$ cat src/rtl/wtc_pkg.sv
// Overview of operation
// - Enable bit three starts, zero stops
// - Zero accepted only while change window open
// - Disable write must land within four cycles
// - Safety level two never allows disabling
// - Level one: reset flag forces enable
// - Timeout select: bit five high, bits 2:0
// - Timeout is 2048 ticks shifted by code
// - Reserved codes fall back to valid code
// - Watchdog reset restarts at vector zero
// - Counter runs from 128 kHz tick
// - Kick restarts counter; expiry resets device unless irq enable set
// - Change window closes four cycles after set
// - Interrupt timeout clears irq enable when enabled
`default_nettype none
package wtc_pkg;

   // ----------------------------------------
   // Clock and timing
   // ----------------------------------------
   localparam int unsigned CLK_HZ       = 100_000_000;
   localparam int unsigned OSC_HZ       = 128_000;
   localparam int unsigned OSC_DIV      = CLK_HZ / OSC_HZ;
   localparam int unsigned CHG_WIN_CYC  = 4;
   localparam int unsigned TMO_BASE     = 2048;
   localparam int unsigned TMO_CW       = 21;
   localparam logic [3:0]  SEL_MAX      = 4'h9;
   localparam logic [15:0] RESET_VECTOR = 16'h0000;

   // ----------------------------------------
   // Register word indices, byte offsets noted
   // ----------------------------------------
   localparam logic [2:0] IDX_CTRL   = 3'h0;  // dog_control at 0x00
   localparam logic [2:0] IDX_CAUSE  = 3'h1;  // reset_cause_register 0x04
   localparam logic [2:0] IDX_STATUS = 3'h2;  // Event status, 0x08
   localparam logic [2:0] IDX_MASK   = 3'h3;  // Event mask, 0x0C
   localparam logic [2:0] IDX_KICK   = 3'h4;  // Counter restart, 0x10

   // ----------------------------------------
   // Field positions
   // ----------------------------------------
   localparam int unsigned CTL_IRQF = 7;
   localparam int unsigned CTL_IE   = 6;
   localparam int unsigned CTL_SEL3 = 5;
   localparam int unsigned CTL_CE   = 4;
   localparam int unsigned CTL_EN   = 3;
   localparam int unsigned CAU_DRF  = 3;
   localparam int unsigned ST_TMO   = 0;
   localparam int unsigned ST_DRST  = 1;

   // ----------------------------------------
   // Block state
   // ----------------------------------------
   typedef struct packed {
      logic        ack;
      logic [31:0] rdata;
      logic        irq_flag;
      logic        ie;
      logic [3:0]  sel;
      logic        cwin;
      logic [2:0]  cwin_cnt;
      logic        en;
      logic        rst_flag;
      logic [1:0]  status;
      logic [1:0]  mask;
      logic        lvl2;
      logic        lvl_done;
      logic        dog_rst;
   } wtc_state_t;

   localparam wtc_state_t STATE_RESET = '0;

endpackage : wtc_pkg
`default_nettype wire

$ cat src/rtl/wtc_tick.sv
`timescale 1ns/1ps
`default_nettype none
module wtc_tick
#(
   parameter int unsigned DIV = wtc_pkg::OSC_DIV
)
(
   input  wire logic CLK_SYS_I,
   input  wire logic RESET_I,
   output logic      tick_o
);

   logic [15:0] cnt_r;
   logic [15:0] cnt_nxt;

   // ----------------------------------------
   // Oscillator tick divider
   // ----------------------------------------
   // Slow tick enable
   always_comb
   begin
      cnt_nxt = cnt_r + 16'h0001;
      tick_o  = (cnt_r == 16'(DIV - 1));
      if (tick_o)
      begin
         cnt_nxt = 16'h0000;
      end
   end

   always_ff @(posedge CLK_SYS_I or posedge RESET_I)
   begin
      if (RESET_I)
      begin
         cnt_r <= 16'h0000;
      end
      else
      begin
         cnt_r <= cnt_nxt;
      end
   end

   AST_TICK_GAP : assert property (
      @(posedge CLK_SYS_I) disable iff (RESET_I)
      tick_o |=> !tick_o && cnt_r == 16'h0000)
      else $error("Tick did not restart divider");

   AST_TICK_RANGE : assert property (
      @(posedge CLK_SYS_I) disable iff (RESET_I)
      cnt_r < 16'(DIV))
      else $error("Tick divider overran");

endmodule : wtc_tick
`default_nettype wire

$ cat src/rtl/wtc_timer.sv
`timescale 1ns/1ps
`default_nettype none
module wtc_timer
#(
   parameter int unsigned CW = wtc_pkg::TMO_CW
)
(
   input  wire logic       CLK_SYS_I,
   input  wire logic       RESET_I,
   input  wire logic       tick_i,
   input  wire logic       restart_i,
   input  wire logic [3:0] sel_i,
   output logic            expire_o
);

   logic [CW-1:0] cnt_r;
   logic [CW-1:0] cnt_nxt;
   logic [CW-1:0] limit;

   // ----------------------------------------
   // Timeout counter
   // ----------------------------------------
   // Period doubles per code
   always_comb
   begin
      limit    = CW'(wtc_pkg::TMO_BASE) << sel_i;
      expire_o = tick_i && !restart_i && (cnt_r == limit - 1'b1);
      cnt_nxt  = cnt_r;
      if (restart_i || expire_o)
      begin
         cnt_nxt = '0;
      end
      else if (tick_i)
      begin
         cnt_nxt = cnt_r + 1'b1;
      end
   end

   always_ff @(posedge CLK_SYS_I or posedge RESET_I)
   begin
      if (RESET_I)
      begin
         cnt_r <= '0;
      end
      else
      begin
         cnt_r <= cnt_nxt;
      end
   end

endmodule : wtc_timer
`default_nettype wire

$ cat src/rtl/wtc_top.sv
// Design decisions made here: the Avalon-MM register port and the register addresses.
`timescale 1ns/1ps
`default_nettype none
module wtc_top
#(
   parameter int unsigned DIV = wtc_pkg::OSC_DIV
)
(
   input  wire logic        CLK_SYS_I,
   input  wire logic        RESET_I,
   input  wire logic [4:0]  AVS_ADDRESS_I,
   input  wire logic        AVS_READ_I,
   input  wire logic        AVS_WRITE_I,
   input  wire logic [31:0] AVS_WRITEDATA_I,
   input  wire logic [3:0]  AVS_BYTEENABLE_I,
   output logic [31:0]      AVS_READDATA_O,
   output logic             AVS_WAITREQUEST_O,
   input  wire logic        SAFETY_LEVEL_FUSE_I,
   output logic             IRQ_O,
   output logic             DOG_RESET_O,
   output logic [15:0]      RESET_VECTOR_O
);

   wtc_pkg::wtc_state_t s_r;
   wtc_pkg::wtc_state_t s_nxt;

   logic       tick;
   logic       expire;
   logic       restart;
   logic       en_eff;
   logic       running;
   logic       req;
   logic       wr;
   logic [2:0] idx;
   logic [7:0] wd;
   logic [7:0] ctrl_rd;
   logic [3:0] sel_wr;

   // ----------------------------------------
   // Slow tick and timeout counter
   // ----------------------------------------
   wtc_tick
   #(
      .DIV       (DIV)
   )
   u_tick
   (
      .CLK_SYS_I (CLK_SYS_I),
      .RESET_I   (RESET_I),
      .tick_o    (tick)
   );

   wtc_timer u_timer
   (
      .CLK_SYS_I (CLK_SYS_I),
      .RESET_I   (RESET_I),
      .tick_i    (tick),
      .restart_i (restart),
      .sel_i     (s_r.sel),
      .expire_o  (expire)
   );

   // ----------------------------------------
   // Decode and effective enable
   // ----------------------------------------
   // Bus handshake: one wait cycle per access
   always_comb
   begin
      req     = AVS_READ_I || AVS_WRITE_I;
      idx     = AVS_ADDRESS_I[4:2];
      wd      = AVS_WRITEDATA_I[7:0];
      wr      = AVS_WRITE_I && s_r.ack && AVS_BYTEENABLE_I[0];
      en_eff  = s_r.en || s_r.lvl2 || s_r.rst_flag;
      // Interrupt mode keeps it counting too
      running = en_eff || s_r.ie;
      restart = (wr && idx == wtc_pkg::IDX_KICK) || !running
                || s_r.dog_rst;
      ctrl_rd = {s_r.irq_flag, s_r.ie, s_r.sel[3], s_r.cwin,
                 en_eff, s_r.sel[2:0]};
      sel_wr  = {wd[wtc_pkg::CTL_SEL3], wd[2:0]};
      if (sel_wr > wtc_pkg::SEL_MAX)
      begin
         sel_wr = wtc_pkg::SEL_MAX;
      end
   end

   // ----------------------------------------
   // Next state
   // ----------------------------------------
   // Writes first, hardware sets last so sets win
   always_comb
   begin
      s_nxt         = s_r;
      s_nxt.ack     = req && !s_r.ack;
      s_nxt.dog_rst = 1'b0;

      if (!s_r.lvl_done)
      begin
         s_nxt.lvl2     = SAFETY_LEVEL_FUSE_I;
         s_nxt.lvl_done = 1'b1;
      end

      // Read data registered in the wait cycle
      if (req && !s_r.ack)
      begin
         case (idx)
            wtc_pkg::IDX_CTRL:
               s_nxt.rdata = {24'h000000, ctrl_rd};
            wtc_pkg::IDX_CAUSE:
               s_nxt.rdata = {28'h0000000, s_r.rst_flag, 3'h0};
            wtc_pkg::IDX_STATUS:
               s_nxt.rdata = {30'h00000000, s_r.status};
            wtc_pkg::IDX_MASK:
               s_nxt.rdata = {30'h00000000, s_r.mask};
            default:
               s_nxt.rdata = 32'h00000000;
         endcase
      end

      if (s_r.cwin)
      begin
         s_nxt.cwin_cnt = s_r.cwin_cnt - 3'h1;
         if (s_r.cwin_cnt == 3'h1)
         begin
            s_nxt.cwin = 1'b0;
         end
      end

      // Register writes
      if (wr)
      begin
         case (idx)
            wtc_pkg::IDX_CTRL:
            begin
               s_nxt.ie = wd[wtc_pkg::CTL_IE];
               if (wd[wtc_pkg::CTL_IRQF])
               begin
                  s_nxt.irq_flag = 1'b0;
               end
               if (!s_r.lvl2 || s_r.cwin)
               begin
                  s_nxt.sel = sel_wr;
               end
               if (wd[wtc_pkg::CTL_EN])
               begin
                  s_nxt.en = 1'b1;
               end
               else if (s_r.cwin && !s_r.lvl2 && !s_r.rst_flag)
               begin
                  s_nxt.en = 1'b0;
               end
               if (wd[wtc_pkg::CTL_CE] && wd[wtc_pkg::CTL_EN])
               begin
                  s_nxt.cwin     = 1'b1;
                  s_nxt.cwin_cnt = 3'(wtc_pkg::CHG_WIN_CYC);
               end
               else if (!wd[wtc_pkg::CTL_CE])
               begin
                  s_nxt.cwin = 1'b0;
               end
            end
            wtc_pkg::IDX_CAUSE:
            begin
               // Flag is cleared by writing zero
               if (!wd[wtc_pkg::CAU_DRF])
               begin
                  s_nxt.rst_flag = 1'b0;
               end
            end
            wtc_pkg::IDX_STATUS:
               s_nxt.status = s_r.status & ~wd[1:0];
            wtc_pkg::IDX_MASK:
               s_nxt.mask = wd[1:0];
            default:
               s_nxt.mask = s_nxt.mask;
         endcase
      end

      // Timeout action
      if (expire)
      begin
         if (s_r.ie)
         begin
            s_nxt.irq_flag              = 1'b1;
            s_nxt.status[wtc_pkg::ST_TMO] = 1'b1;
            if (en_eff)
            begin
               s_nxt.ie = 1'b0;
            end
         end
         else if (en_eff)
         begin
            s_nxt.dog_rst                  = 1'b1;
            s_nxt.rst_flag                 = 1'b1;
            s_nxt.status[wtc_pkg::ST_DRST] = 1'b1;
         end
      end
   end

   // ----------------------------------------
   // State register
   // ----------------------------------------
   always_ff @(posedge CLK_SYS_I or posedge RESET_I)
   begin
      if (RESET_I)
      begin
         s_r <= wtc_pkg::STATE_RESET;
      end
      else
      begin
         s_r <= s_nxt;
      end
   end

   // ----------------------------------------
   // Outputs
   // ----------------------------------------
   // Level interrupt from unmasked events
   always_comb
   begin
      AVS_WAITREQUEST_O = req && !s_r.ack;
      AVS_READDATA_O    = s_r.rdata;
      IRQ_O             = |(s_r.status & s_r.mask);
      DOG_RESET_O       = s_r.dog_rst;
      RESET_VECTOR_O    = wtc_pkg::RESET_VECTOR;
   end

   // ----------------------------------------
   // Checks
   // ----------------------------------------
   // Enable write starts
   AST_EN_SET : assert property (
      @(posedge CLK_SYS_I) disable iff (RESET_I)
      (wr && idx == wtc_pkg::IDX_CTRL && wd[wtc_pkg::CTL_EN]) |=> en_eff)
      else $error("Enable write did not start dog");

   AST_NO_CLEAR : assert property (
      @(posedge CLK_SYS_I) disable iff (RESET_I)
      (wr && idx == wtc_pkg::IDX_CTRL && !s_r.cwin && en_eff) |=> en_eff)
      else $error("Enable cleared outside window");

   AST_CLR_IN_WIN : assert property (
      @(posedge CLK_SYS_I) disable iff (RESET_I)
      (wr && idx == wtc_pkg::IDX_CTRL && !wd[wtc_pkg::CTL_EN] && s_r.cwin
       && !s_r.lvl2 && !s_r.rst_flag) |=> !s_r.en)
      else $error("Disable inside window ignored");

   AST_WIN_LEN : assert property (
      @(posedge CLK_SYS_I) disable iff (RESET_I)
      $rose(s_r.cwin) |-> s_r.cwin_cnt == 3'(wtc_pkg::CHG_WIN_CYC))
      else $error("Change window length wrong");

   AST_WIN_CNT : assert property (
      @(posedge CLK_SYS_I) disable iff (RESET_I)
      (s_r.cwin && !wr) |=> !s_r.cwin
      || s_r.cwin_cnt == $past(s_r.cwin_cnt) - 3'h1)
      else $error("Change window count skipped");

   AST_WIN_END : assert property (
      @(posedge CLK_SYS_I) disable iff (RESET_I)
      (s_r.cwin && s_r.cwin_cnt == 3'h1 && !wr) |=> !s_r.cwin)
      else $error("Change window stayed open");

   AST_LVL2_ON : assert property (
      @(posedge CLK_SYS_I) disable iff (RESET_I)
      s_r.lvl2 |-> en_eff && ctrl_rd[wtc_pkg::CTL_EN])
      else $error("Level two dog not enabled");

   AST_LVL2_SEL : assert property (
      @(posedge CLK_SYS_I) disable iff (RESET_I)
      (s_r.lvl2 && !s_r.cwin) |=> $stable(s_r.sel))
      else $error("Level two period changed outside window");

   AST_FLAG_FORCE : assert property (
      @(posedge CLK_SYS_I) disable iff (RESET_I)
      s_r.rst_flag |-> ctrl_rd[wtc_pkg::CTL_EN])
      else $error("Reset flag did not force enable");

   AST_SEL_SPLIT : assert property (
      @(posedge CLK_SYS_I) disable iff (RESET_I)
      (wr && idx == wtc_pkg::IDX_CTRL && !s_r.lvl2
       && {wd[wtc_pkg::CTL_SEL3], wd[2:0]} <= wtc_pkg::SEL_MAX)
      |=> s_r.sel == $past({wd[wtc_pkg::CTL_SEL3], wd[2:0]}))
      else $error("Timeout select bits misplaced");

   AST_SEL_VALID : assert property (
      @(posedge CLK_SYS_I) disable iff (RESET_I)
      s_r.sel <= wtc_pkg::SEL_MAX)
      else $error("Reserved timeout code stored");

   AST_IE_CLR : assert property (
      @(posedge CLK_SYS_I) disable iff (RESET_I)
      (expire && s_r.ie && en_eff) |=> !s_r.ie && s_r.irq_flag)
      else $error("Irq enable not cleared on timeout");

   AST_TMO_IRQ : assert property (
      @(posedge CLK_SYS_I) disable iff (RESET_I)
      (expire && s_r.ie) |=> s_r.status[wtc_pkg::ST_TMO] && !DOG_RESET_O)
      else $error("Interrupt timeout mishandled");

   AST_DOG_RST : assert property (
      @(posedge CLK_SYS_I) disable iff (RESET_I)
      DOG_RESET_O |-> s_r.rst_flag && RESET_VECTOR_O == 16'h0000
      ##1 !DOG_RESET_O)
      else $error("Dog reset pulse wrong");

   AST_RST_STATUS : assert property (
      @(posedge CLK_SYS_I) disable iff (RESET_I)
      DOG_RESET_O |-> s_r.status[wtc_pkg::ST_DRST])
      else $error("Dog reset not logged");

   AST_LVL_FIXED : assert property (
      @(posedge CLK_SYS_I) disable iff (RESET_I)
      s_r.lvl_done |=> $stable(s_r.lvl2))
      else $error("Safety level changed after reset");

   // Bus answers after one wait cycle
   AST_ACK_ONE : assert property (
      @(posedge CLK_SYS_I) disable iff (RESET_I)
      (req && !s_r.ack) |=> !AVS_WAITREQUEST_O)
      else $error("Bus wait longer than one cycle");

endmodule : wtc_top
`default_nettype wire

$ cat config.mk
export PLATFORM = sky130hd
export DESIGN_NAME = wtc_top
export DESIGN_NICKNAME = d
export VERILOG_FILES = /design/src/rtl/wtc_pkg.sv /design/src/rtl/wtc_tick.sv /design/src/rtl/wtc_timer.sv /design/src/rtl/wtc_top.sv
export SDC_FILE = /design/constraint.sdc
export NUM_CORES = 1
export LEC_CHECK = 0
export ABC_AREA = 1
export ABC_CLOCK_PERIOD_IN_PS = 6200
export BUFFER_PORTS_ARGS = -buffer_cell sky130_fd_sc_hd__buf_4
export CAP_MARGIN = 20
export CORE_MARGIN = 2
export CORE_UTILIZATION = 54
export CTS_CLUSTER_SIZE = 25
export DETAILED_ROUTE_END_ITERATION = 8
export GPL_ROUTABILITY_DRIVEN = 0
export HOLD_SLACK_MARGIN = 0.03
export PLACE_DENSITY = 0.8
export SLEW_MARGIN = 15
export SYNTH_ARGS = -nofsm -noshare
export SYNTH_HDL_FRONTEND = slang
export SYNTH_SLANG_ARGS = --single-unit
export TNS_END_PERCENT = 100
$ cat constraint.sdc
create_clock -name CLK_SYS_I -period 6.2 [get_ports CLK_SYS_I]
set_input_delay 1.86 -clock CLK_SYS_I [delete_from_list [all_inputs] [get_ports CLK_SYS_I]]
set_output_delay 1.86 -clock CLK_SYS_I [all_outputs]
set_load 0.05 [all_outputs]
# After elaboration in Yosys (flattened, before gate mapping)
# Index checks and enable logic that the tools add are counted.
dict set report classes {
  add_sub_neg 4
  mul 0
  n_div 0
  magnitude_cmp 1
  eq_ne 7
  n_shift 1
  mux 30
  bitwise 3
  n_reduce_logical 29
}
# op count
set op_table {}
lappend op_table {{$mux 21} 2}
lappend op_table {{$mux 16} 2}
lappend op_table {{$pmux 8 s4} 1}
lappend op_table {{$add 21x1->21 const B} 1}
lappend op_table {{$eq 21x21->1} 1}
lappend op_table {{$shl 12x4->21 const A} 1}
lappend op_table {{$sub 21x1->21 const B} 1}
lappend op_table {{$add 16x1->16 const B} 1}
lappend op_table {{$eq 16x10->1 const B} 1}
lappend op_table {{$mux 1} 13}
lappend op_table {{$mux 2} 6}
lappend op_table {{$mux 4} 3}
lappend op_table {{$mux 11} 1}
lappend op_table {{$logic_and 1x1->1} 9}
lappend op_table {{$logic_or 1x1->1} 8}
lappend op_table {{$eq 3x1->1 const B} 2}
lappend op_table {{$eq 3x2->1 const B} 2}
lappend op_table {{$mux 3} 2}
lappend op_table {{$reduce_and 3->1} 2}
lappend op_table {{$logic_not 1->1} 5}
lappend op_table {{$and 2x2->2} 2}
lappend op_table {{$gt 4x4->1 const B} 1}
lappend op_table {{$reduce_bool 2->1} 2}
lappend op_table {{$eq 3x3->1 const B} 1}
lappend op_table {{other kinds (5)} 5}
dict set report totals {
  regBits 89
  latch_bits 0
  ram_bits 0
  rom_bits 0
  input_bits 46
  output_inout_bits 51
  wordCells 91
  mem_count 0
}

# Logic depth before layout (Yosys ltp)
dict set report logic_depth {
  depth_word 11
  depth_mapped 16
  depth_no_buf 14
}

# Hierarchy
# A second synthesis with hierarchy kept.
dict set report hier_totals {
  hier_cells 573
  hier_area_um2 4251.6
}
# module instances cells_each area_each_um2 seq_area_each_um2
set modules_own_cells {}
lappend modules_own_cells {wtc_top 1 216 1764.2 700.7}
lappend modules_own_cells {wtc_timer 1 237 1571.5 525.5}
lappend modules_own_cells {wtc_tick 1 120 915.9 400.4}

# Least setup slack after synthesis
# No wires, ideal clock.
dict set report synth_path {
  path_kind {input -> output}
  from {in AVS_WRITE_I}
  to {out AVS_WAITREQUEST_O}
  arrival_time_ns 2.774
  t_required_ns 4.340
  setup_slack_ns 1.566
  stages 2
  path_buffers 0
  cell_sequence {nor2_1 nor2_1}
}
dict set report synth_via {
  elab_chain_len 2
}
# item line
set synth_lines {}
lappend synth_lines {{from (decl)} wtc_top.sv:13} ;# input wire logic AVS_WRITE_I,
lappend synth_lines {{$logic_or 1x1->1} wtc_top.sv:69} ;# req = AVS_READ_I || AVS_WRITE_I;
lappend synth_lines {{$logic_and 1x1->1} wtc_top.sv:221} ;# AVS_WAITREQUEST_O = req && !s_r.ack;
lappend synth_lines {{to (decl)} wtc_top.sv:17} ;# output logic AVS_WAITREQUEST_O,
# Every way passes these cells.

# Worst setup path after layout
# Same ends and word-level chain as after synthesis.

==> flow_summary.yaml <==
run_status:
  status: "complete, no violations"
worst_setup_path:
  cpMaxStageDelayCell: "nor2_1"
  worstReg2RegStart: "ctrl_rd[5]$_DFFE_PP0P_"
  critPathCaptureType: "output port"
  cp_max_fo: 7
  path_buf_inv: 2
  worstPathArrival_ps: 2710
  critPathMaxStageDelay_ps: 400
  critPathTopFamily: "simple AND/OR/NAND/NOR gates"
  r2r_end: "u_timer.cnt_r[6]$_DFFE_PP0P_"
  cp_cell_sequence: "buf_4 > nor2_1 > nor2_1 > buf_4"
  worstSetupStartpointType: "input port"
  ff2ff_path_depth: 13
  crit_required_ps: 4340
  reg2reg_setup_slack_ps: 3630
  criticalPathCategory: "input port to output port"
drt:
  vias: 3395
  drtIter0Drc: 190
  routed_wl_mm: 7.85
  vias_per_cell: 5.03
  drtPass1Iterations: 5
  drtAntennaViolNets: 0
  drc_errors: 0
  wl_per_cell_um: 11.6
cts:
  clock_latency_ps: 350
  postCtsHoldBufs: 0
  cts_tree: "yes"
  clockBufferDepth: 2
  numCtsBuffers: 9
  htreeDepth: 3
  root_buffer: "clkbuf_8"
  cts-resized-gates: 0
  post-cts-setup-buffers: 0
  clk_pin_slew_ps: 80
  numClockSinks: 65
worst_hold_path:
  holdPathEnd: "DOG_RESET_O$_DFF_PP0_"
  whs_path_depth: 1
  hold_class: "register to register"
  hold_start: "ctrl_rd[6]$_DFF_PP0_"
sta:
  rsz0062_at_grt: "no"
  whs_ps: 471
  finalCriticalPeriod_ps: 4570
  clock_skew_ps: 8.81
  finalCritPeriodShare: 0.737
  worstMarginPinSlew_ps: 789
  fin_tns_setup_ps: 0
  timing.slew.headroom: 0.474
  hold_viol: 0
  fmax_mhz: 219
  drv_slew: 0
  setup_viol: 0
final_layout:
  fill_cells: 651
  diodes: 0
  drive_gt1_frac: 0.116
  final_nets: 623
  final_util: 0.595
  area_growth_pct: 7.21
logic_synthesis:
  synth_cell_types: 33
  async_flop_share: 1.00
  synthesis.area_sq_um: 4030
  synth-main-ff-cell: "dfrtp_1"
  ys_ff_latch: 65
  synth_commonest_cells: "nand2_1, nor2_1, dfrtp_1, inv_1, buf_4"
  syn_inst: 545
  syn_avg_cell_area_sq_um: 7.39
  yosysWarnings: 0
  synth.area.top_cells: "dfrtp_1, nand2_1, buf_4"
  ys_seq_area_frac: 0.404
  yosysMostFrequentCell: "nand2_1"
  synth_top_area_frac: 0.404
  synth_area_leader_cell: "dfrtp_1"
  synth_edf_count: 0
global_route:
  grt_start_max_net_pins: 66
  grt_pass1_vias: 3236
  grt_use_total: 0.212
  antenna_found_initial: 0
  grt-ovfl-total: 0
  grt_pass1_wl_mm: 14.2
floorplanning:
  start_util: 0.555
  die_area_sq_um: 8160
  coreArea_sq_um: 7250
  die-width_um: 90.4
  pin_count: 97
  row_count: 31
  die_y_um: 90.4
power_and_ir_drop:
  ir_drop_mv: 0.205
  leakagePower_nw: 2.18
  p_per_area_nw_per_um2: 266
  p_total_mw: 1.15
run:
  maxCapViolCount: 0
placed_design:
  numPortBuffers: 27
  post-dp-hpwl_mm: 6.00
metrics by stage:
step	cell area, sq um	std cells	worst slack (ps)
after floorplan	4170	584	1570
after global placement	4110	659	1650
after detailed placement	4110	659	1640
after CTS	4320	675	1640
after global routing	4320	675	1550
final	4320	675	1630
sequential cells by signal (all words and copies together), names as in the netlist:
| name | cells |
|---|---|
| u_tick.cnt_r | 16 |
| DOG_RESET_O | 1 |
| ctrl_rd | 7 |
| u_timer.cnt_r | 21 |
| s_r | 12 |
| AVS_READDATA_O | 8 |
cell type report:
type / count / area, sq um / share of cell area
timing repair buffer: 28 / 210 / 0.0487
tap: 99 / 124 / 0.0287
clock inverter: 6 / 67.6 / 0.0157
multi-input combinational: 397 / 1890 / 0.437
clock buffer: 10 / 138 / 0.0319
inverter: 70 / 263 / 0.0609
sequential: 65 / 1630 / 0.377
kinds of logic (layout without fill, tap and decap cells):
family | count (synthesis) | after routing | share of synthesized area
xor+xnor | 16 | 16 | 0.0348
other cells | 2 | 41 | 0.00187
compound gates | 49 | 49 | 0.0705
buf+inv | 122 | 114 | 0.163
mux | 3 | 3 | 0.00839
simple gates | 282 | 282 | 0.298
fa+ha+maj | 6 | 6 | 0.0186
flops | 65 | 65 | 0.404
cells in the final DEF (no fill, tap or decap), types with 3 or more instances in the layout:
cell and n:
nor2_2 6, inv_2 8, nor2_1 82, nand3_1 42
a21oi_1 7, ha_1 6, clkbuf_8 10, nand2_1 117
o21ai_0 30, nor3_1 11, xor2_1 14, nor4_1 4
conb_1 41, mux2_2 3, nand4_1 15, buf_4 28
dfrtp_1 65, inv_1 62
power by group:
part	switching, mW	leakage, nW	internal [mW]
clock network	0.173	0.0985	0.197
registers	0.0363	0.853	0.456
logic	0.205	1.23	0.0789
worst register-to-register path: cells and delay by family (launching register included):
family / cells / cell delay [ps]
AND/OR/NAND/NOR: 10 / 1330
flip-flops: 1 / 510
buffers and inverters: 2 / 240
adder cells (fa/ha/maj): 1 / 340
layer usage:
layer / wire, um / part of all wire / GRT usage / up-vias
met2: 3820 / 0.49 / 0.348 / 117
li1: - / - / - / 1699
met5: 0 / 0 / 0 / -
met1: 3490 / 0.44 / 0.274 / 1561
met3: 374 / 0.048 / 0.0359 / 18
met4: 174 / 0.022 / 0.0974 / 0
how the worst max path moves through the flow:
| stage | from | to | slack [ps] | cells after the start |
|---|---|---|---|---|
| finish | AVS_WRITE_I | AVS_WAITREQUEST_O | 1630 | 4 |
| global route | AVS_WRITE_I | AVS_WAITREQUEST_O | 1550 | 4 |
| CTS | AVS_WRITE_I | AVS_WAITREQUEST_O | 1640 | 4 |
| detailed placement | AVS_WRITE_I | AVS_WAITREQUEST_O | 1640 | 4 |
| global placement | AVS_WRITE_I | AVS_WAITREQUEST_O | 1650 | 4 |
| floorplan | AVS_WRITE_I | AVS_WAITREQUEST_O | 1570 | 2 |
No activity file was read; power rests on OpenSTA's default activity.
